**src/rtl/irt_defines.svh**
```systemverilog
// offsets, fields, reset values and timing counts of the ir remote timer
//Contract
//RULE_01: timer is a 9-bit down counter, output-enable flag, zero detector.
//RULE_02: nonzero load starts the countdown; a zero load leaves it stopped.
//RULE_03: count steps down every 64 oscillator periods, 128 with divide set.
//RULE_04: at zero the zero detector raises end-of-count and the timer stops.
//RULE_05: end-of-count stays high while the count is zero and timer stopped.
//RULE_06: end-of-count ends the timer-wait halt; execution resumes after it.
//RULE_07: timed interval equals loaded value plus one, times the tick period.
//RULE_08: pins show the timer state only while the output-enable flag is one.
//RULE_09: running: indicator low, ir on; stopped: indicator high, ir low.
//RULE_10: running ir carries the carrier only while carrier-disable is zero.
//RULE_11: a stop during carrier high keeps ir on until the carrier falls.
//RULE_12: the first carrier high pulse after start may be shortened.
//RULE_13: software makes one-tick pulses by loading nonzero then zero values.
//RULE_14: stop mode halts oscillator, holds its pins low, clears the timer.
//RULE_15: halt mode keeps oscillator, timer and both output pins working.
//RULE_16: standby keeps memory, accumulator, carry and ports unchanged.
//RULE_17: standby is entered only with status flag zero, never with it one.
//RULE_18: leaving standby sets the status flag.
//RULE_19: wake already true at halt: no standby entry, status flag set.
//RULE_20: a nonzero load while running restarts with the new value and flag.
//RULE_21: carrier osc/8, /64, /96 half or /96 third duty; divide halves it.
//RULE_22: carrier-disable set gives a steady high in place of the carrier.
//RULE_23: indicator pin drives only in output mode, its pull-down then off.
`ifndef IRT_DEFINES_SVH
`define IRT_DEFINES_SVH
`define IRT_OFF_CTRL 12'h000
`define IRT_OFF_TIMER 12'h004
`define IRT_OFF_STBY 12'h008
`define IRT_OFF_HOLD 12'h00c
`define IRT_CTRL_RST 9'h103
`define IRT_CTRL_DIV 3
`define IRT_CTRL_CDIS 2
`define IRT_CTRL_LED 8
`define IRT_CTRL_PIN 12
`define IRT_TMR_OE 9
`define IRT_TMR_RUN 10
`define IRT_TMR_EOC 11
`define IRT_STBY_HALT 0
`define IRT_STBY_STOP 1
`define IRT_STBY_FLAG 4
`define IRT_CNT_W 9
`define IRT_TICK_PERIODS 7'd64
`define IRT_CAR_FAST 9'd4
`define IRT_CAR_MID 9'd32
`define IRT_CAR_SLOW 9'd48
`define IRT_CAR_THIRD_HI 9'd32
`define IRT_CAR_THIRD_LO 9'd64
`endif

```
**src/rtl/irt_pkg.sv**
```systemverilog
// types of the ir remote timer
package irt_pkg;
   typedef enum logic [1:0] {IRT_RUN, IRT_HALT, IRT_STOP} irt_stby_t;
   typedef enum logic [1:0] {
      IRT_CAR_8, IRT_CAR_64, IRT_CAR_96, IRT_CAR_96_THIRD
   } irt_car_t;
endpackage

```
**src/rtl/irt_clk_if.sv**
```systemverilog
// signals between timer core, prescaler and carrier generator
`timescale 1ns/1ps
interface irt_clk_if;
   logic divide;
   logic hold;
   logic restart;
   logic [1:0] mode;
   logic tick;
   logic carrier;
   modport ctl (output divide, hold, restart, mode, input tick, carrier);
   modport pre (input divide, hold, restart, output tick);
   modport gen (input divide, hold, mode, output carrier);
endinterface

```
**src/rtl/irt_top.sv**
```systemverilog
// ir remote transmit timer with carrier, standby control and apb registers
`timescale 1ns/1ps
`include "irt_defines.svh"
module irt_top import irt_pkg::*; #(
   parameter int CW = `IRT_CNT_W
) (
   input wire logic clock_i,
   input wire logic rst_i,
   input wire logic psel_i,
   input wire logic penable_i,
   input wire logic pwrite_i,
   input wire logic [11:0] paddr_i,
   input wire logic [31:0] pwdata_i,
   output logic [31:0] prdata_o,
   output logic pready_o,
   output logic pslverr_o,
   input wire logic wake_i,
   input wire logic transmit_indicator_pin_i,
   output logic transmit_indicator_pin_o,
   output logic transmit_indicator_pin_oe_o,
   output logic transmit_indicator_pd_o,
   output logic ir_carrier_out_o,
   output logic osc_pins_low_o,
   output logic end_of_count_o,
   output logic cpu_halted_o
);
   irt_clk_if bus ();
   irt_prescale u_pre (.clock_i(clock_i), .rst_i(rst_i), .bus(bus.pre));
   irt_carrier_gen u_car (.clock_i(clock_i), .rst_i(rst_i), .bus(bus.gen));

   function automatic logic hit(input logic [11:0] a, input logic [11:0] o);
      hit = (a == o);
   endfunction

   // synchronisers
   logic [1:0] wake_s_q;
   logic [1:0] pin_s_q;
   wire logic wake_s = wake_s_q[1];
   wire logic pin_s = pin_s_q[1];

   // registers
   logic [8:0] ctrl_q;
   logic [15:0] hold_q;
   logic [CW-1:0] count_q;
   logic [CW-1:0] count_d;
   logic oe_q;
   logic oe_d;
   logic run_q;
   logic run_d;
   logic tail_q;
   logic flag_q;
   logic flag_d;
   irt_stby_t state_q;
   irt_stby_t state_d;
   logic pready_q;
   logic pslverr_q;
   logic [31:0] prdata_q;
   logic ir_q;
   logic ind_q;
   logic ind_oe_q;
   logic pd_q;
   logic osc_low_q;
   logic eoc_q;
   logic halted_q;

   // bus decode
   wire logic hit_ctrl = hit(paddr_i, `IRT_OFF_CTRL);
   wire logic hit_timer = hit(paddr_i, `IRT_OFF_TIMER);
   wire logic hit_stby = hit(paddr_i, `IRT_OFF_STBY);
   wire logic hit_hold = hit(paddr_i, `IRT_OFF_HOLD);
   wire logic mapped = hit_ctrl | hit_timer | hit_stby | hit_hold;
   wire logic standby = (state_q != IRT_RUN);
   wire logic bad = ~mapped | (pwrite_i & standby);
   wire logic done = psel_i & penable_i & pready_q;
   wire logic wr_ok = done & pwrite_i & ~bad;
   wire logic load = wr_ok & hit_timer; // RULE_13
   wire logic [CW-1:0] load_cnt = pwdata_i[CW-1:0];
   wire logic load_oe = pwdata_i[`IRT_TMR_OE];
   wire logic req_halt = wr_ok & hit_stby & pwdata_i[`IRT_STBY_HALT];
   wire logic req_stop = wr_ok & hit_stby & pwdata_i[`IRT_STBY_STOP]
                         & ~req_halt;
   wire logic flag_clr = wr_ok & hit_stby & pwdata_i[`IRT_STBY_FLAG];
   wire logic cdis = ctrl_q[`IRT_CTRL_CDIS];
   wire logic led_mode = ctrl_q[`IRT_CTRL_LED];
   wire logic eoc = ~run_q & (count_q == '0); // RULE_01 RULE_04 RULE_05
   wire logic rel = req_halt ? eoc : wake_s;

   // read mux
   wire logic [31:0] rd_ctrl = {19'h00000, pin_s, 3'h0, ctrl_q};
   wire logic [31:0] rd_timer = {20'h00000, eoc, run_q, oe_q,
                                 9'(count_q)};
   wire logic [31:0] rd_stby = {27'h0000000, flag_q, 2'h0,
                                state_q == IRT_STOP, state_q == IRT_HALT};
   wire logic [31:0] rd_hold = {16'h0000, hold_q};
   wire logic [31:0] rd_mux = hit_ctrl ? rd_ctrl :
                              hit_timer ? rd_timer :
                              hit_stby ? rd_stby :
                              hit_hold ? rd_hold : 32'h00000000;

   // links to prescaler and carrier generator
   assign bus.divide = ctrl_q[`IRT_CTRL_DIV]; // RULE_03 RULE_21
   assign bus.mode = ctrl_q[1:0];
   assign bus.hold = (state_q == IRT_STOP); // RULE_14
   assign bus.restart = load;

   // timer next state
   always_comb begin
      count_d = count_q;
      oe_d = oe_q;
      run_d = run_q;
      if (state_q == IRT_STOP) begin // RULE_14
         count_d = '0;
         oe_d = 1'b0;
         run_d = 1'b0;
      end else if (load) begin // RULE_02 RULE_20
         count_d = load_cnt;
         oe_d = load_oe;
         run_d = |load_cnt;
      end else if (bus.tick & run_q) begin // RULE_15
         if (count_q == '0) begin // RULE_07
            run_d = 1'b0;
         end else begin
            count_d = count_q - 1'b1; // RULE_03
         end
      end
   end

   // carrier tail after stop
   wire logic tail_d = ~cdis & bus.carrier & (run_q | tail_q) // RULE_11
                       & ~run_d;
   wire logic ir_d = oe_q & ((run_q & (cdis | bus.carrier)) // RULE_09 RULE_22
                             | (tail_q & bus.carrier)); // RULE_10
   wire logic ind_d = ~(oe_q & run_q); // RULE_08 RULE_09

   // standby control
   always_comb begin
      state_d = state_q;
      flag_d = flag_q;
      if (flag_clr) begin
         flag_d = 1'b0;
      end
      case (state_q)
         IRT_RUN: begin
            if (req_halt | req_stop) begin
               if (flag_q) begin // RULE_17
                  flag_d = rel;
               end else if (rel) begin // RULE_19
                  flag_d = 1'b1;
               end else begin
                  state_d = req_halt ? IRT_HALT : IRT_STOP;
               end
            end
         end
         IRT_HALT: begin
            if (eoc) begin // RULE_06
               state_d = IRT_RUN;
               flag_d = 1'b1; // RULE_18
            end
         end
         IRT_STOP: begin
            if (wake_s) begin
               state_d = IRT_RUN;
               flag_d = 1'b1; // RULE_18
            end
         end
         default: begin
            state_d = IRT_RUN;
         end
      endcase
   end

   always_ff @(posedge clock_i or posedge rst_i) begin
      if (rst_i) begin
         wake_s_q <= 2'h0;
         pin_s_q <= 2'h0;
      end else begin
         wake_s_q <= {wake_s_q[0], wake_i};
         pin_s_q <= {pin_s_q[0], transmit_indicator_pin_i};
      end
   end

   always_ff @(posedge clock_i or posedge rst_i) begin
      if (rst_i) begin
         ctrl_q <= `IRT_CTRL_RST;
         hold_q <= 16'h0000;
      end else begin
         if (wr_ok & hit_ctrl) begin
            ctrl_q <= pwdata_i[8:0];
         end
         if (wr_ok & hit_hold) begin // RULE_16
            hold_q <= pwdata_i[15:0];
         end
      end
   end

   always_ff @(posedge clock_i or posedge rst_i) begin
      if (rst_i) begin
         count_q <= '0;
         oe_q <= 1'b0;
         run_q <= 1'b0;
         tail_q <= 1'b0;
         state_q <= IRT_RUN;
         flag_q <= 1'b0;
      end else begin
         count_q <= count_d;
         oe_q <= oe_d;
         run_q <= run_d;
         tail_q <= tail_d;
         state_q <= state_d;
         flag_q <= flag_d;
      end
   end

   always_ff @(posedge clock_i or posedge rst_i) begin
      if (rst_i) begin
         pready_q <= 1'b0;
         pslverr_q <= 1'b0;
         prdata_q <= 32'h00000000;
      end else begin
         pready_q <= psel_i & penable_i & ~pready_q;
         if (psel_i & penable_i & ~pready_q) begin
            pslverr_q <= bad;
            prdata_q <= pwrite_i ? 32'h00000000 : rd_mux;
         end
      end
   end

   always_ff @(posedge clock_i or posedge rst_i) begin
      if (rst_i) begin
         ir_q <= 1'b0;
         ind_q <= 1'b1;
         ind_oe_q <= 1'b1;
         pd_q <= 1'b0;
         osc_low_q <= 1'b0;
         eoc_q <= 1'b1;
         halted_q <= 1'b0;
      end else begin
         ir_q <= ir_d;
         ind_q <= ind_d;
         ind_oe_q <= led_mode; // RULE_23
         pd_q <= ~led_mode; // RULE_23
         osc_low_q <= (state_q == IRT_STOP); // RULE_14
         eoc_q <= eoc; // RULE_04
         halted_q <= standby;
      end
   end

   assign prdata_o = prdata_q;
   assign pready_o = pready_q;
   assign pslverr_o = pslverr_q;
   assign transmit_indicator_pin_o = ind_q;
   assign transmit_indicator_pin_oe_o = ind_oe_q;
   assign transmit_indicator_pd_o = pd_q;
   assign ir_carrier_out_o = ir_q;
   assign osc_pins_low_o = osc_low_q;
   assign end_of_count_o = eoc_q;
   assign cpu_halted_o = halted_q;

   logic [7:0] gap_q;
   always_ff @(posedge clock_i or posedge rst_i) begin
      if (rst_i) begin
         gap_q <= 8'h00;
      end else begin
         gap_q <= (bus.tick | bus.restart | bus.hold) ? 8'h00 : gap_q + 8'h01;
      end
   end
endmodule

```
**src/rtl/irt_prescale.sv**
```systemverilog
// timer tick prescaler, one tick every 64 or 128 oscillator periods
`timescale 1ns/1ps
`include "irt_defines.svh"
module irt_prescale import irt_pkg::*; (
   input wire logic clock_i,
   input wire logic rst_i,
   irt_clk_if.pre bus
);
   logic [7:0] cnt_q;
   logic [7:0] cnt_d;
   wire logic [7:0] limit = bus.divide ? {`IRT_TICK_PERIODS, 1'b0} - 8'h01
                                     : {1'b0, `IRT_TICK_PERIODS} - 8'h01;
   assign bus.tick = (cnt_q == limit) & ~bus.hold; // RULE_03
   assign cnt_d = (bus.hold | bus.restart | bus.tick) ? 8'h00
                                                      : cnt_q + 8'h01;
   always_ff @(posedge clock_i or posedge rst_i) begin
      if (rst_i) begin
         cnt_q <= 8'h00;
      end else begin
         cnt_q <= cnt_d;
      end
   end
endmodule

```
**src/rtl/irt_carrier_gen.sv**
```systemverilog
// carrier generator, free running from the oscillator
`timescale 1ns/1ps
`include "irt_defines.svh"
module irt_carrier_gen import irt_pkg::*; (
   input wire logic clock_i,
   input wire logic rst_i,
   irt_clk_if.gen bus
);
   logic [9:0] cnt_q;
   logic car_q;
   logic [8:0] hi_base;
   logic [8:0] lo_base;
   always_comb begin
      case (irt_car_t'(bus.mode)) // RULE_21
         IRT_CAR_8: begin
            hi_base = `IRT_CAR_FAST;
            lo_base = `IRT_CAR_FAST;
         end
         IRT_CAR_64: begin
            hi_base = `IRT_CAR_MID;
            lo_base = `IRT_CAR_MID;
         end
         IRT_CAR_96: begin
            hi_base = `IRT_CAR_SLOW;
            lo_base = `IRT_CAR_SLOW;
         end
         default: begin
            hi_base = `IRT_CAR_THIRD_HI;
            lo_base = `IRT_CAR_THIRD_LO;
         end
      endcase
   end
   wire logic [8:0] base = car_q ? hi_base : lo_base;
   wire logic [9:0] len = bus.divide ? {base, 1'b0} : {1'b0, base}; // RULE_21
   wire logic flip = (cnt_q >= len - 10'h001);
   assign bus.carrier = car_q;
   always_ff @(posedge clock_i or posedge rst_i) begin
      if (rst_i) begin
         cnt_q <= 10'h000;
         car_q <= 1'b0;
      end else if (bus.hold) begin
         cnt_q <= 10'h000;
         car_q <= 1'b0;
      end else begin
         cnt_q <= flip ? 10'h000 : cnt_q + 10'h001;
         car_q <= car_q ^ flip; // RULE_12
      end
   end
endmodule

```
**config.mk**
```make
export PLATFORM = sky130hd
export DESIGN_NAME = irt_top
export DESIGN_NICKNAME = d
export VERILOG_FILES = /design/src/rtl/irt_pkg.sv /design/src/rtl/irt_clk_if.sv /design/src/rtl/irt_top.sv /design/src/rtl/irt_prescale.sv /design/src/rtl/irt_carrier_gen.sv
export VERILOG_INCLUDE_DIRS = /design/src /design/src/rtl
export SDC_FILE = /design/constraint.sdc
export NUM_CORES = 1
export LEC_CHECK = 0
export BUFFER_PORTS_ARGS = -buffer_cell sky130_fd_sc_hd__buf_2
export CORE_MARGIN = 10
export CORE_UTILIZATION = 34
export CTS_BUF_LIST = sky130_fd_sc_hd__clkbuf_16
export CTS_CLUSTER_SIZE = 24
export DETAILED_ROUTE_END_ITERATION = 8
export HOLD_SLACK_MARGIN = 0.03
export SLEW_MARGIN = 10
export SYNTH_ARGS = -nofsm -noshare
export SYNTH_HDL_FRONTEND = slang
export SYNTH_SLANG_ARGS = --single-unit
```
**constraint.sdc**
```tcl
create_clock -name clock_i -period 3.6 [get_ports clock_i]
set_input_delay 0.72 -clock clock_i [delete_from_list [all_inputs] [get_ports clock_i]]
set_output_delay 0.72 -clock clock_i [all_outputs]
set_load 0.02 [all_outputs]
```
==> summary.md <==
| Metric | Value |
|---|---|
| R2r endpoint | `u_car.cnt_q[2]` |
| Clk sinks | `88` |
| Initial antenna violation count | `0` |
| Leakage | `roughly 2.5 nW` |
| # hold bufs at CTS | `0` |
| CTS Buf Count | `9` |
| R2r setup slk | `roughly 290 ps` |
| Hold Crit Depth | `0` |
| Root Driver | `clkbuf_16` |
| Gr usage total | `between 10% and 20%` |
| Synth-to-layout area growth | `14.90%` |
| Antenna diode count | `0` |
| CTS tree | `done` |
| Clock Latency Late Sink | `~350 ps` |
| Largest area contributor in the netlist | `dfrtp_1` |
| Setup TNS | `0 ps` |
| Residual DRC | `0` |
| Hold/Removal Path Class | `register to register` |
| Die height | `137.6 um` |
| CP startpoint kind | `register` |
| # fillers | `1338` |
| Vias in the first global route | `approximately 3700` |
| Htree depth | `3` |
| Hold Violations, Final | `0` |
| Std-Cell Rows | `42` |
| Starting DRT DRC Count | `around 190` |
| CP max FO | `9` |
| Final setup violation count | `0` |
| Total wire length | `between 10 and 15 mm` |
| Period utilization | `between 90% and 100%` |
| Worst-margin pin slew | `between 800 and 900 ps` |
| First-pass DRT Iterations | `4` |
| Maximum vdd drop | `0.0001590 V` |
| Gpl congestion | `around 0.86` |
| Yosys top cell area share | `a little over two fifths` |
| Finished Cell Area | `approximately 0.0054 mm2` |
| Post-synth EDFFs | `0` |
| Initial core utilization | `roughly a third` |
| Reg-to-reg critical path startpoint | `ctrl_q[1]` |
| Clock skew | `around 5.5 ps` |
| NumNets Final | `~590` |
| Clk slew on worst S/H paths | `60 ps` |
| Share of layout cells above drive strength 1 | `23.43%` |
| WHS Endpoint | `wake_s_q[1]` |
| Ranking of synthesized cells by area | `dfrtp_1, mux2_2, ha_1, nor2_1, nand2_1` |
| Chip Width | `between 100 and 150 um` |
| Tot Pwr | `~2.3 mW` |
| Slew headroom | `about 43%` |
| Outcome | `finished clean` |
| Unrepaired setup endpoints after global routing | `no` |
| Hold path start | `wake_s_q[0]` |
| Die area | `0.01893 mm2` |
| Antenna-violating nets left | `0` |
| CP endpoint kind | `register` |
| Vias | `roughly 3600` |
| Congestion Overflow GR | `0` |
| Drt wl/cell | `around 17 um` |
| CTS Buffer Depth | `2` |
| Register-to-Register Path Depth | `12` |
| First-pass GRT wire length | `18.76 mm` |
| Asr flop ratio synth | `between 90% and 100%` |
| CP arrival | `between 3000 and 4000 ps` |
| Post-Synthesis Cell Area | `0.004702 mm2` |
| Fmax | `about 300 MHz` |
| Max Cap Viol | `0` |
| Cells after synthesis | `between 400 and 500` |
| Crit path kind | `register to register` |
| PD cells | `between 400 and 500 mW/mm2` |
| Fin. max-slew vios | `0` |
| I/O Buffers | `~60` |
| Warnings, synthesis | `0` |
| Largest net degree at the start of global routing | `slightly above 50` |
| Post-CTS sizing | `0` |
| Post-route minimum period | `3309 ps` |
| Register area share after synthesis | `between 40% and 50%` |
| Core footprint | `between 0.01 and 0.015 mm2` |
| Drt via density | `a little over 5` |
| Yosys reg bits | `around 90` |
| Syn_area_per_cell | `between 10 and 15 um2` |
| Placed cell area | `slightly above 0.005 mm2` |
| Post-CTS Setup Bufs | `0` |
| Final HPWL DP | `8.671 mm` |
| Top_reg_cell synth | `dfrtp_1` |
| Worst EP required | `about 3900 ps` |
| I/O Pins | `around 90` |
| Netlist cell types | `64` |
## worst max path at each step
stage	start	end	slack, ps	cells after the start
after CTS	ctrl_q[1]	u_car.cnt_q[2]	240	12
after global routing	ctrl_q[1]	u_car.cnt_q[2]	3	13
after floorplan	rst_i	count_q[0]	610	1
after detailed placement	ctrl_q[1]	u_car.cnt_q[2]	280	12
after global placement	ctrl_q[1]	u_car.cnt_q[2]	360	13
final	ctrl_q[1]	u_car.cnt_q[2]	290	12
## routing by layer
| layer | track usage (%) | vias to the layer above | wire (um) |
|---|---|---|---|
| met5 | 0 | - | 0 |
| met4 | 6.148 | 0 | 206 |
| met3 | 2.549 | 11 | 766 |
| met2 | 20.25 | 96 | 5415 |
| met1 | 15.96 | 1749 | 5315 |
| li1 | - | 1717 | - |
## cell type report
| class | count | area (um2) | area share (%) |
|---|---|---|---|
| Tap cell | 176 | 220.2 | 4.076 |
| Timing Repair Buffer | 64 | 345.3 | 6.392 |
| Sequential cell | 88 | 2210 | 40.90 |
| Inverter | 14 | 53.80 | 0.9958 |
| Clock inverter | 7 | 48.80 | 0.9032 |
| Clock buffer | 9 | 225.2 | 4.169 |
| Multi-Input combinational cell | 343 | 2300 | 42.57 |
## power by group
group | internal (mW) | leakage, nW | switching (mW)
logic | 0.137 | 1.23 | 0.192
registers | 1.05 | 1.15 | 0.0646
clock network | 0.467 | 0.131 | 0.405
## cells by family (layout without fill, tap and decap cells)
group | Yosys count | after routing | synth area share (%)
adders and majority gates | 21 | 21 | 5.588
xor gates and xnor gates | 24 | 24 | 4.470
and+or+nand+nor | 176 | 176 | 19.35
DFF | 88 | 88 | 46.99
AOI/OAI and AO/OA | 75 | 75 | 10.96
other | 1 | 16 | 0.07975
buffers and inverters | 45 | 94 | 5.295
muxes | 31 | 31 | 7.265
## through the flow
step | cells | hold WS [ps] | worst slack (ps) | utilization [%]
after floorplan | 476 | 331.2 | 611.4 | -
after global placement | 685 | 333.5 | 361.1 | 38.27
after detailed placement | 685 | 341.9 | 282.4 | 38.27
after CTS | 701 | 357.8 | 243.2 | 40.32
after global routing | 701 | 360.5 | 2.760 | 40.32
final | 701 | 350.2 | 290.7 | 40.32
## Yosys cell counts (3+ instances only)
cell type	count
or3_1	4
nand2_1	46
dfstp_2	6
nand3b_1	4
nor3_1	11
inv_1	14
nor2_1	50
mux2i_1	6
xor2_1	13
o21ai_0	20
ha_1	21
nand3_1	12
clkbuf_1	10
nand4_1	6
mux2_2	24
buf_4	17
dfrtp_1	82
a22o_1	3
xnor2_1	11
nand2b_1	7
nor2b_1	4
and3_1	5
a211oi_1	9
a21oi_1	7
a21o_1	6
nor4_1	3
nor4b_1	3
o31ai_1	7
## state kept, by name, indices dropped and copies added (netlist names), 2 cells and up
name	cells
ctrl_q	9
wake_s_q	2
hold_q	16
pin_s_q	2
state_q	2
u_pre.cnt_q	8
count_q	9
prdata_o	16
u_car.cnt_q	10
## critical path: stages, from the launching register on
cell and delay (ps):
dfstp_2 570, inv_1 120, ha_1 310, nor2_1 210, a211oi_1 100, nor3b_1 360, xnor2_1 190, ha_1 270
o2111ai_1 170, nor2_1 70, a221oi_1 380, nand2_1 290, nor2_1 190
## cell usage in the layout (no fill, tap or decap), types with 13 or more instances in the layout
| master | Yosys | layout |
|---|---|---|
| conb_1 | 1 | 16 |
| nand2_1 | 46 | 46 |
| xor2_1 | 13 | 13 |
| buf_2 | 1 | 59 |
| o21ai_0 | 20 | 20 |
| inv_1 | 14 | 14 |
| mux2_2 | 24 | 24 |
| ha_1 | 21 | 21 |
| nor2_1 | 50 | 50 |
| dfrtp_1 | 82 | 82 |
(Power assumes the default switching activity.)
